**src/hdl/cwg_pkg.sv**
```systemverilog
package cwg_pkg;
   // command codes seen by the guard
   localparam logic [7:0] CMD_ACCESS_TIER = 8'hfa;
   localparam logic [7:0] CMD_SECRET_PW = 8'hfb;
   localparam logic [7:0] CMD_OPEN_PW = 8'hfc;
   // password lengths in bytes
   localparam int SECRET_LEN = 9;
   localparam int OPEN_LEN = 4;
   // access tiers
   localparam logic [7:0] TIER_LOCKED = 8'h00;
   localparam logic [7:0] TIER_OPEN = 8'h01;
   localparam logic [7:0] TIER_USER = 8'h02;
   localparam logic [7:0] TIER_VENDOR = 8'h03;
   localparam logic [7:0] TIER_RESET = 8'h01;
   localparam logic [7:0] BYTE_ZERO = 8'h00;
   typedef enum {CWG_IDLE, CWG_CMD, CWG_DATA} cwg_state_t;
endpackage : cwg_pkg

```
**src/hdl/cwg_guard.sv**
```systemverilog
`timescale 1ns/1ps
module cwg_guard
   import cwg_pkg::*;
#(
   parameter int NCMD = 256
) (
   // clock and reset
   input wire logic CLOCK_I,
   input wire logic RST_I,
   // write transaction from protocol engine
   input wire logic WR_START_I,
   input wire logic [7:0] WR_CMD_I,
   input wire logic WR_BYTE_VALID_I,
   input wire logic [7:0] WR_BYTE_I,
   input wire logic WR_END_I,
   // read request
   input wire logic RD_REQ_I,
   input wire logic [7:0] RD_CMD_I,
   input wire logic [7:0] RD_IDX_I,
   // store contents
   input wire logic [NCMD-1:0] DEF_MASK_I,
   input wire logic [NCMD-1:0] USR_MASK_I,
   input wire logic [8*SECRET_LEN-1:0] DEF_SECRET_I,
   input wire logic [8*SECRET_LEN-1:0] USR_SECRET_I,
   input wire logic [8*OPEN_LEN-1:0] USR_OPEN_I,
   input wire logic [8*OPEN_LEN-1:0] DEF_OPEN_I,
   // results
   output logic [7:0] ACCESS_TIER_O,
   output logic WR_ALLOW_O,
   output logic WR_COMMIT_O,
   output logic WR_REFUSE_O,
   output logic [7:0] WR_CMD_O,
   output logic [7:0] RD_DATA_O,
   output logic RD_VALID_O
);

////////////////////////////////////////////////////////////////////////////
   cwg_state_t state;
   logic [7:0] tier;
   logic [7:0] next_tier;
   logic [7:0] cmd;
   logic allow;
   logic [3:0] cnt;
   logic [8*SECRET_LEN-1:0] secret_buf;
   logic [8*OPEN_LEN-1:0] open_buf;
   logic [8*SECRET_LEN-1:0] secret_last;
   logic [8*OPEN_LEN-1:0] open_last;
   logic in_data;
   logic take_byte;
   logic wr_done;
   logic secret_len_ok;
   logic open_len_ok;
   logic secret_ok;
   logic open_ok;

   // lowest tier that may write a command, from the two masks
   function automatic logic [7:0] needed_tier(input logic [7:0] c);
      logic [7:0] n;
      n = TIER_OPEN;
      if (!DEF_MASK_I[c])
         n = TIER_VENDOR;
      else if (!USR_MASK_I[c])
         n = TIER_USER;
      else
         n = TIER_OPEN;
      return n;
   endfunction : needed_tier

   // permit decision for a command at a tier
   function automatic logic permit(input logic [7:0] c, input logic [7:0] t);
      logic p;
      p = 1'b0;
      if (c == CMD_OPEN_PW)
         p = 1'b1;
      else if (c == CMD_ACCESS_TIER)
         p = 1'b0;
      else
         p = (t >= needed_tier(c));
      return p;
   endfunction : permit

   // secret password byte, zero past the end of the block
   function automatic logic [7:0] secret_byte(input logic [7:0] i);
      logic [7:0] b;
      b = BYTE_ZERO;
      if (i < 8'(SECRET_LEN))
         b = secret_last[8*i +: 8];
      return b;
   endfunction : secret_byte

   // open password byte, zero past the end of the block
   function automatic logic [7:0] open_byte(input logic [7:0] i);
      logic [7:0] b;
      b = BYTE_ZERO;
      if (i < 8'(OPEN_LEN))
         b = open_last[8*i +: 8];
      return b;
   endfunction : open_byte

   // read mux; tier and both passwords are readable whatever the tier, other commands read zero
   function automatic logic [7:0] read_byte(input logic [7:0] c,
      input logic [7:0] i);
      logic [7:0] d;
      d = BYTE_ZERO;
      unique case (c)
         CMD_ACCESS_TIER: d = tier;
         CMD_SECRET_PW: d = secret_byte(i);
         CMD_OPEN_PW: d = open_byte(i);
         default: d = BYTE_ZERO;
      endcase
      return d;
   endfunction : read_byte

////////////////////////////////////////////////////////////////////////////
   // strobes of the write transaction; a new start wins over data and end
   assign in_data = (state == CWG_DATA);
   assign take_byte = in_data && WR_BYTE_VALID_I && !WR_START_I;
   assign wr_done = in_data && WR_END_I && !WR_START_I;

   // transaction state
   always_ff @(posedge CLOCK_I) begin
      if (RST_I)
         state <= CWG_IDLE;
      else if (WR_START_I)
         state <= CWG_DATA;
      else if (wr_done)
         state <= CWG_IDLE;
   end

   // command of the write in progress
   always_ff @(posedge CLOCK_I) begin
      if (RST_I)
         cmd <= BYTE_ZERO;
      else if (WR_START_I)
         cmd <= WR_CMD_I;
   end

   // byte count saturates, so an overlong block can never wrap to a match
   always_ff @(posedge CLOCK_I) begin
      if (RST_I)
         cnt <= '0;
      else if (WR_START_I)
         cnt <= '0;
      else if (take_byte && cnt != '1)
         cnt <= cnt + 4'h1;
   end

   // secret block, first byte ends up in the low bits
   always_ff @(posedge CLOCK_I) begin
      if (RST_I)
         secret_buf <= '0;
      else if (WR_START_I)
         secret_buf <= '0;
      else if (take_byte && cnt < 4'(SECRET_LEN))
         secret_buf <= {WR_BYTE_I, secret_buf[8*SECRET_LEN-1:8]};
   end

   // open block, first byte ends up in the low bits
   always_ff @(posedge CLOCK_I) begin
      if (RST_I)
         open_buf <= '0;
      else if (WR_START_I)
         open_buf <= '0;
      else if (take_byte && cnt < 4'(OPEN_LEN))
         open_buf <= {WR_BYTE_I, open_buf[8*OPEN_LEN-1:8]};
   end

   // full-length compares; short or long blocks never match
   assign secret_len_ok = (cnt == 4'(SECRET_LEN));
   assign open_len_ok = (cnt == 4'(OPEN_LEN));
   // a refused secret write never raises the tier
   assign secret_ok = secret_len_ok && allow;
   assign open_ok = open_len_ok && (open_buf == USR_OPEN_I);

   // permission captured at start, reported as a level
   always_ff @(posedge CLOCK_I) begin
      if (RST_I)
         allow <= 1'b0;
      else if (WR_START_I)
         allow <= permit(WR_CMD_I, tier);
   end

////////////////////////////////////////////////////////////////////////////
   // tier after a finished password write
   always_comb begin
      next_tier = tier;
      if (wr_done && cmd == CMD_OPEN_PW)
         next_tier = open_ok ? TIER_OPEN : TIER_LOCKED;
      else if (wr_done && cmd == CMD_SECRET_PW && secret_ok) begin
         if (secret_buf == DEF_SECRET_I)
            next_tier = TIER_VENDOR;
         else if (secret_buf == USR_SECRET_I)
            next_tier = TIER_USER;
      end // mismatch keeps tier
   end

   // access tier
   always_ff @(posedge CLOCK_I) begin
      if (RST_I)
         tier <= TIER_RESET;
      else
         tier <= next_tier;
   end

   // last accepted secret password, readable back
   always_ff @(posedge CLOCK_I) begin
      if (RST_I)
         secret_last <= '0;
      else if (wr_done && cmd == CMD_SECRET_PW && secret_ok)
         secret_last <= secret_buf;
   end

   // last full-length open password, readable back
   always_ff @(posedge CLOCK_I) begin
      if (RST_I)
         open_last <= '0;
      else if (wr_done && cmd == CMD_OPEN_PW && open_len_ok)
         open_last <= open_buf;
   end

////////////////////////////////////////////////////////////////////////////
   // permit of the current write, held until the next start
   always_ff @(posedge CLOCK_I) begin
      if (RST_I)
         WR_ALLOW_O <= 1'b0;
      else
         WR_ALLOW_O <= allow;
   end

   // registered tier for the outside world
   always_ff @(posedge CLOCK_I) begin
      if (RST_I)
         ACCESS_TIER_O <= TIER_RESET;
      else
         ACCESS_TIER_O <= tier;
   end

   // accepted write, one-cycle pulse
   always_ff @(posedge CLOCK_I) begin
      if (RST_I)
         WR_COMMIT_O <= 1'b0;
      else
         WR_COMMIT_O <= wr_done && allow;
   end

   // refused write, data discarded, one-cycle pulse
   always_ff @(posedge CLOCK_I) begin
      if (RST_I)
         WR_REFUSE_O <= 1'b0;
      else
         WR_REFUSE_O <= wr_done && !allow;
   end

   // command of the last finished write
   always_ff @(posedge CLOCK_I) begin
      if (RST_I)
         WR_CMD_O <= BYTE_ZERO;
      else if (wr_done)
         WR_CMD_O <= cmd;
   end

   // read strobe, one cycle after the request
   always_ff @(posedge CLOCK_I) begin
      if (RST_I)
         RD_VALID_O <= 1'b0;
      else
         RD_VALID_O <= RD_REQ_I;
   end

   // reads are never gated
   always_ff @(posedge CLOCK_I) begin
      if (RST_I)
         RD_DATA_O <= BYTE_ZERO;
      else if (RD_REQ_I)
         RD_DATA_O <= read_byte(RD_CMD_I, RD_IDX_I);
      else
         RD_DATA_O <= BYTE_ZERO;
   end

endmodule : cwg_guard

```
**config.mk**
```make
export PLATFORM = sky130hd
export DESIGN_NAME = cwg_guard
export DESIGN_NICKNAME = d
export VERILOG_FILES = /design/src/hdl/cwg_pkg.sv /design/src/hdl/cwg_guard.sv
export SDC_FILE = /design/constraint.sdc
export NUM_CORES = 1
export LEC_CHECK = 0
export ABC_CLOCK_PERIOD_IN_PS = 3200
export BUFFER_PORTS_ARGS = -buffer_cell sky130_fd_sc_hd__buf_2
export CAP_MARGIN = 10
export CORE_AREA = 2 2 304 306
export DETAILED_ROUTE_END_ITERATION = 12
export DIE_AREA = 0 0 306 308
export PLACE_DENSITY_LB_ADDON = 0.15
export SLEW_MARGIN = 10
export SYNTH_ARGS = -nofsm -noshare
export SYNTH_HDL_FRONTEND = slang
export SYNTH_SLANG_ARGS = --single-unit
```
**constraint.sdc**
```tcl
create_clock -name CLOCK_I -period 3.2 [get_ports CLOCK_I]
set_clock_uncertainty 0.2 [all_clocks]
set_input_delay 0 -clock CLOCK_I [delete_from_list [all_inputs] [get_ports CLOCK_I]]
set_output_delay 0 -clock CLOCK_I [all_outputs]
set_load 0.1 [all_outputs]
```
==> results of run 1 <==
## Yosys cell counts, drive strengths merged (9+ instances only)
master    n
buf      62
nand2   406
a22oi    12
o22ai    19
dfxtp   246
nor2     85
mux4    118
xor2     33
nand3    10
nor4     21
xnor2   133
clkbuf   73
o21ai    23
a21oi   202
nor2b    10
inv      20
a211o     9
nand4    40
mux2i   124
## power by group through the flow
stage	clock (mW)	combinational, mW	sequential, mW
detailed placement	0	1.75	3.16
floorplan	0	0.770	3.17
CTS	3.63	1.79	3.09
global route	3.76	1.88	3.09
global placement	0	1.75	3.16
finish	3.54	1.76	3.09
## cell usage in the layout (no fill, tap or decap), drive strengths merged, types with 8 or more instances in the layout
master	instances
o21ai	23
nor2b	10
buf	927
clkinv	8
a22oi	12
xnor2	133
nand2	406
nor2	85
inv	21
nor3	8
a21oi	202
nand2b	8
a211oi	8
o22ai	19
nand4	40
nor4	21
a211o	9
mux4	118
dfxtp	246
nand3	10
mux2i	124
xor2	33
clkbuf	43
dlygate4sd3	39
## repair_timing
item / in CTS / in global routing
resized for setup: 0 / 5
endpoints found under the setup margin: 0 / 5
hold buffers: 39 / 0
hold endpoints to repair: 114 / 0
## final timing paths
| check | end | slack (ns) | cells past startpoint |
|---|---|---|---|
| worst min register to register | secret_last[42] | 0.25 | 2 |
| worst min-delay path | cmd[1] | 0.02 | 5 |
| worst max-delay path | RD_DATA_O[1] | 0.18 | 11 |
| worst max register to register | tier[1] | 0.34 | 9 |
## layer usage
metal  share of wire, %  track usage [%]  up-vias
li1                   -                -     8075
met1                 39             21.7     8368
met2                 55             37.1      568
met3                3.7             1.74       82
met4                2.7             4.22        0
met5                  0                0        -
## registers in the layout, summed over array words and instances (netlist names), 2 cells and up
register and count:
secret_buf 72, secret_last 72, open_buf 32, open_last 32, RD_DATA_O 8, WR_CMD_O 8, cmd 8, cnt 4
ACCESS_TIER_O 2, tier 2
## worst reg2reg max path, delay by kind of cell (launching register included)
kind                   cells  cell delay (ns)
AND/OR/NAND/NOR            4             0.95
flip-flops                 1             0.69
buffers and inverters      2             0.41
AO/OA/AOI/OAI              2             0.33
XOR/XNOR                   1             0.19
## area by class of cell
cell class,instances,area share (%)
antenna,7,0.0744
clock buffer,43,3.74
clock inverter,12,0.601
inverter,21,0.335
multi-input combinational,1368,43.6
sequential,246,20.9
tap,1186,6.30
timing repair buffer,966,24.4
## logic make-up after synthesis
logic type | share of synthesized area [%]
simple gates | 16.5
compound gates | 12.5
mux | 25.4
flops | 30.9
xor+xnor | 9.11
buf+inv | 5.29
fa+ha+maj | 0.392
other cells | 0.0235
==> results.sh, run 1 <==
export IMPL_status="finished clean"
export IMPL_seq_power_share_pct=36.9
export IMPL_pre_cts_ws_ns=-0.516
export IMPL_async_flop_share_pct=0
export IMPL_synthFlopType="dfxtp_1"
export IMPL_clkPwrFrac_pct=42.1
export IMPL_slew_headroom_pct=32.0
export IMPL_die_height_um=308
export IMPL_gp_congestion=0.938
export IMPL_start_kind="primary input"
export IMPL_max_stage_delay_ns=0.61
export IMPL_synth_cells=1766
export IMPL_synth_top_area_share_pct=30.9
export IMPL_grt_max_degree=80
export IMPL_clock_path_buffers=3
export IMPL_p_per_area_mw_per_mm2=356
export IMPL_ys_seq_area_share_pct=30.9
export IMPL_port_buffers=747
export IMPL_p_comb_share_pct=21.0
export IMPL_finalCritPeriodShare_pct=94.3
export IMPL_grt_pass1_vias=17900
export IMPL_dr_pass1_iters=5
export IMPL_die_area_mm2=0.0942
export IMPL_netlist_area_mm2=0.0160
export IMPL_placed_area_mm2=0.0221
export IMPL_io_pins=786
export IMPL_core_area_mm2=0.0910
export IMPL_numClockSinks=246
export IMPL_finalNetCount=3396
export IMPL_crit_arrival_ns=3.33
export IMPL_antenna_left=0
export IMPL_placed_cells=3748
export IMPL_cts_tree="done"
export IMPL_power_switching_mw=2.28
export IMPL_crit_chain="dlygate4sd3_1 -> buf_2 -> nor4_1 -> dlygate4sd3_1 -> nand2_1 -> nor4bb_2 -> dlygate4sd3_1 -> and2_4 -> a222oi_1 -> dlygate4sd3_1 -> nor2_1"
export IMPL_setup_slack_ns=0.184
export IMPL_ys_seq_elements=246
export IMPL_cp_end_kind="flip-flop"
export IMPL_area_growth_pct=47.5
export IMPL_final_area_mm2=0.0235
export IMPL_r2r_start="secret_buf[65]"
export IMPL_num_rows=111
export IMPL_slew_viol_final=0
export IMPL_synth_area_per_cell_um2=9.04
export IMPL_yosys_area_top_type="dfxtp_1"
export IMPL_crit_path_top_delay_cell="dlygate4sd3_1"
export IMPL_ir_worst_vdd_uv=313
export IMPL_layout_drive_gt1_share_pct=41.5
export IMPL_drt_iter0_markers=1021
export IMPL_fillers=9956
export IMPL_hp_start="WR_CMD_I[1]"
export IMPL_numCtsBuffers=30
export IMPL_path_clk_slew_ns=0.06
export IMPL_fmax_mhz=332
export IMPL_gr_total_overflow=0
export IMPL_worstPathRequired_ns=3.51
export IMPL_track_usage_pct=18.8
export IMPL_min_path_type="primary input to flip-flop"
export IMPL_tightest_slew_ns=1.02
export IMPL_worstSetupPathType="primary input to flip-flop"
export IMPL_hold_viol=0
export IMPL_holdWs_ns=0.0193
export IMPL_max_cap_violations=0
export IMPL_synth_edff_count=0
export IMPL_post_cts_buffers=0
export IMPL_path_buf_inv=5
export IMPL_clkLatencyLatePin_ns=0.57
export IMPL_power_mw=8.39
export IMPL_grt_antenna_before_repair=17
export IMPL_vias=17100
export IMPL_synth_cell_type_count=71
export IMPL_cts_root_buffer="clkbuf_16"
export IMPL_synthTopCellsByArea="dfxtp_1 31%, mux4_2 14%, nand2_1 9.5%"
export IMPL_fin_util_pct=25.9
export IMPL_crit_path_start="RD_IDX_I[5]"
export IMPL_via_per_inst=4.44
export IMPL_grt_pass1_wl_um=128000
export IMPL_final_cell_count_no_fill=3849
export IMPL_start_util_pct=17.5
export IMPL_rsz0062_at_grt="false"
export IMPL_finalSetupTns_ns=0
export IMPL_wirelength_um=92700
export IMPL_power_leakage_nw=9.47
export IMPL_cpMostUsedCell="dlygate4sd3_1"
export IMPL_path_delay_family="buffers and inverters"
export IMPL_regArea_mm2=0.00492
export IMPL_hpwl_um=78100
export IMPL_fin_crit_ns=3.02
export IMPL_yosysWarnings=0
export IMPL_p_int_mw=6.12
export IMPL_wire_per_inst_um=24.1
export IMPL_multi_input_area_mm2=0.0103
export IMPL_finalSetupViolCount=0
export IMPL_h_tree_depth=1
export IMPL_path_max_fanout=7
export IMPL_switching_share_pct=27.1
export IMPL_die_w_um=306
export IMPL_drc_errors=0
Power figures use the tool's default switching activity.
==> inputs of run 2 (changes only) <==
Settings changed: REMOVE_ABC_BUFFERS set to 1.
==> run 2 against run 1 <==
Effect of this change:
- combinational power is essentially flat
- sequential share of layout area is essentially flat
- critical path depth up 6
- non-clock buffer count fell by 9
- core utilization shrank 0.059 points
- wire length decreased by 1.8%
- total power is 2.6% lower
- largest power group unchanged
- count of clock-buffer cells in the layout rose by 2
- sequential cell count unchanged
- clock power shrank 6.8%
- worst hold slack gained 0.038 ns
- final cell count decreased by 0.29%
==> results.sh, run 2 (synthesis gave the netlist of run 1 again) <==
export IMPL_core_area_mm2=0.0910
export IMPL_placed_cells=3742
export IMPL_io_pins=786
export IMPL_path_clk_slew_ns=0.06
export IMPL_grt_pass1_vias=18200
export IMPL_power_mw=8.17
export IMPL_slew_viol_final=0
export IMPL_vias=17000
export IMPL_clock_path_buffers=3
export IMPL_finalSetupTns_ns=0
export IMPL_finalNetCount=3388
export IMPL_wire_per_inst_um=23.7
export IMPL_fmax_mhz=325
export IMPL_layout_drive_gt1_share_pct=41.3
export IMPL_numClockSinks=246
export IMPL_status="finished clean"
export IMPL_drc_errors=0
export IMPL_antenna_left=0
export IMPL_crit_arrival_ns=3.35
export IMPL_cp_end_kind="flip-flop"
export IMPL_die_height_um=308
export IMPL_drt_iter0_markers=874
export IMPL_worstSetupPathType="primary input to flip-flop"
export IMPL_grt_pass1_wl_um=127000
export IMPL_hold_viol=0
export IMPL_finalCritPeriodShare_pct=96.1
export IMPL_area_growth_pct=47.1
export IMPL_final_cell_mix="743 x buf_2, 406 x nand2_1, 246 x dfxtp_1, 201 x a21oi_1, 151 x buf_4"
export IMPL_holdWs_ns=0.0578
export IMPL_slew_headroom_pct=42.6
export IMPL_fin_crit_ns=3.07
export IMPL_wirelength_um=91100
export IMPL_max_cap_violations=0
export IMPL_cpMostUsedCell="buf_4"
export IMPL_gr_total_overflow=0
export IMPL_final_cell_count_no_fill=3838
export IMPL_setup_slack_ns=0.126
export IMPL_num_rows=111
export IMPL_reg_largest_list="secret_buf (72), secret_last (72)"
export IMPL_hold_path_depth=4
export IMPL_port_buffers=747
export IMPL_max_stage_delay_ns=0.57
export IMPL_final_common_cell="buf_2"
export IMPL_cts_root_buffer="clkbuf_16"
export IMPL_pre_cts_ws_ns=-0.655
export IMPL_start_util_pct=17.5
export IMPL_r2r_setup_slack_ns=0.32
export IMPL_hpwl_um=75900
export IMPL_grt_max_degree=73
export IMPL_gp_congestion=0.909
export IMPL_path_max_fanout=18
export IMPL_min_path_type="primary input to flip-flop"
export IMPL_multi_input_area_mm2=0.0103
export IMPL_post_cts_buffers=0
export IMPL_die_area_mm2=0.0942
export IMPL_rsz0062_at_grt="false"
export IMPL_regArea_mm2=0.00492
export IMPL_finalSetupViolCount=0
export IMPL_cts_tree="done"
export IMPL_die_w_um=306
export IMPL_h_tree_depth=1
export IMPL_tightest_slew_ns=0.859
export IMPL_dr_pass1_iters=5
export IMPL_p_per_area_mw_per_mm2=348
export IMPL_ir_worst_vdd_uv=336
export IMPL_start_kind="primary input"
export IMPL_power_leakage_nw=9.41
export IMPL_crit_path_top_delay_cell="mux4_1"
export IMPL_clkLatencyLatePin_ns=0.56
export IMPL_grt_antenna_before_repair=18
export IMPL_crit_chain="buf_8 -> buf_4 -> buf_12 -> mux4_1 -> a22o_1 -> a211oi_2 -> a211o_1 -> a2111oi_4 -> buf_4 -> a31oi_2 -> buf_4 -> nor2_1 -> ha_1 -> a21oi_1 -> a41o_1 -> a22o_1 -> a211oi_1"
export IMPL_worstPathRequired_ns=3.48
export IMPL_numCtsBuffers=31
export IMPL_via_per_inst=4.44
export IMPL_track_usage_pct=18.6
export IMPL_fillers=9913
export IMPL_ff2ff_path_depth=8
==> run 2: cell count changes in the layout (fill, tap and decap cells not counted), moves of 2 or more <==
cell	delta
a2111oi_0	-2
buf_12	+5
buf_4	-11
bufinv_16	-3
clkinv_2	-2
clkinv_4	+2
dlygate4sd3_1	-3
==> run 2: per-stage QoR <==
stage,util (%),instance area [µm²]
2_1_floorplan,-,15200
3_3_place_gp,24.3,22100
3_5_place_dp,24.3,22100
4_1_cts,25.8,23400
5_1_grt,25.8,23500
6_report,25.8,23500
==> run 2: path summary, 6_finish.rpt <==
check | endpoint | startpoint
max | allow | WR_CMD_I[0]
min | open_buf[31] | WR_BYTE_I[7]
max reg2reg | tier[0] | secret_buf[43]
min reg2reg | WR_CMD_O[3] | WR_CMD_O[3]
==> run 2: worst max-delay path, delay by kind of cell <==
| family | cells | cell delay (ns) |
|---|---|---|
| compound gates | 9 | 1.65 |
| buf+inv | 5 | 0.79 |
| mux | 1 | 0.57 |
| fa+ha+maj | 1 | 0.26 |
| simple gates | 1 | 0.04 |
==> run 2: routing by layer <==
metal,vias to the layer above,track usage [%],wire [µm]
met1,8226,20.3,33700
li1,8073,-,-
met3,133,2.30,4000
met4,2,8.52,3950
met5,-,0,8
met2,607,35.5,49400
==> run 2: what timing repair did <==
action                                 in CTS  in global routing
setup endpoints to repair                   1                  1
hold buffers                               36                  0
resized for setup                           1                  8
pin swaps                                   0                  2
endpoints found under the hold margin      86                  0
==> run 2: layout make-up <==
| type | instances | area share (%) |
|---|---|---|
| multi-input combinational | 1368 | 43.8 |
| timing repair buffer | 957 | 24.4 |
| sequential | 246 | 21.0 |
| tap | 1186 | 6.32 |
| clock buffer | 45 | 3.83 |
| inverter | 21 | 0.336 |
| clock inverter | 7 | 0.181 |
| antenna | 8 | 0.0852 |
==> run 2: report_power, final <==
part	total, mW	leakage [nW]	switching (mW)	internal, mW
Sequential	3.09	1.98	0.0151	3.08
Clock	3.30	0.468	1.38	1.92
Combinational	1.77	6.96	0.875	0.900
Total	8.17	9.41	2.28	5.89
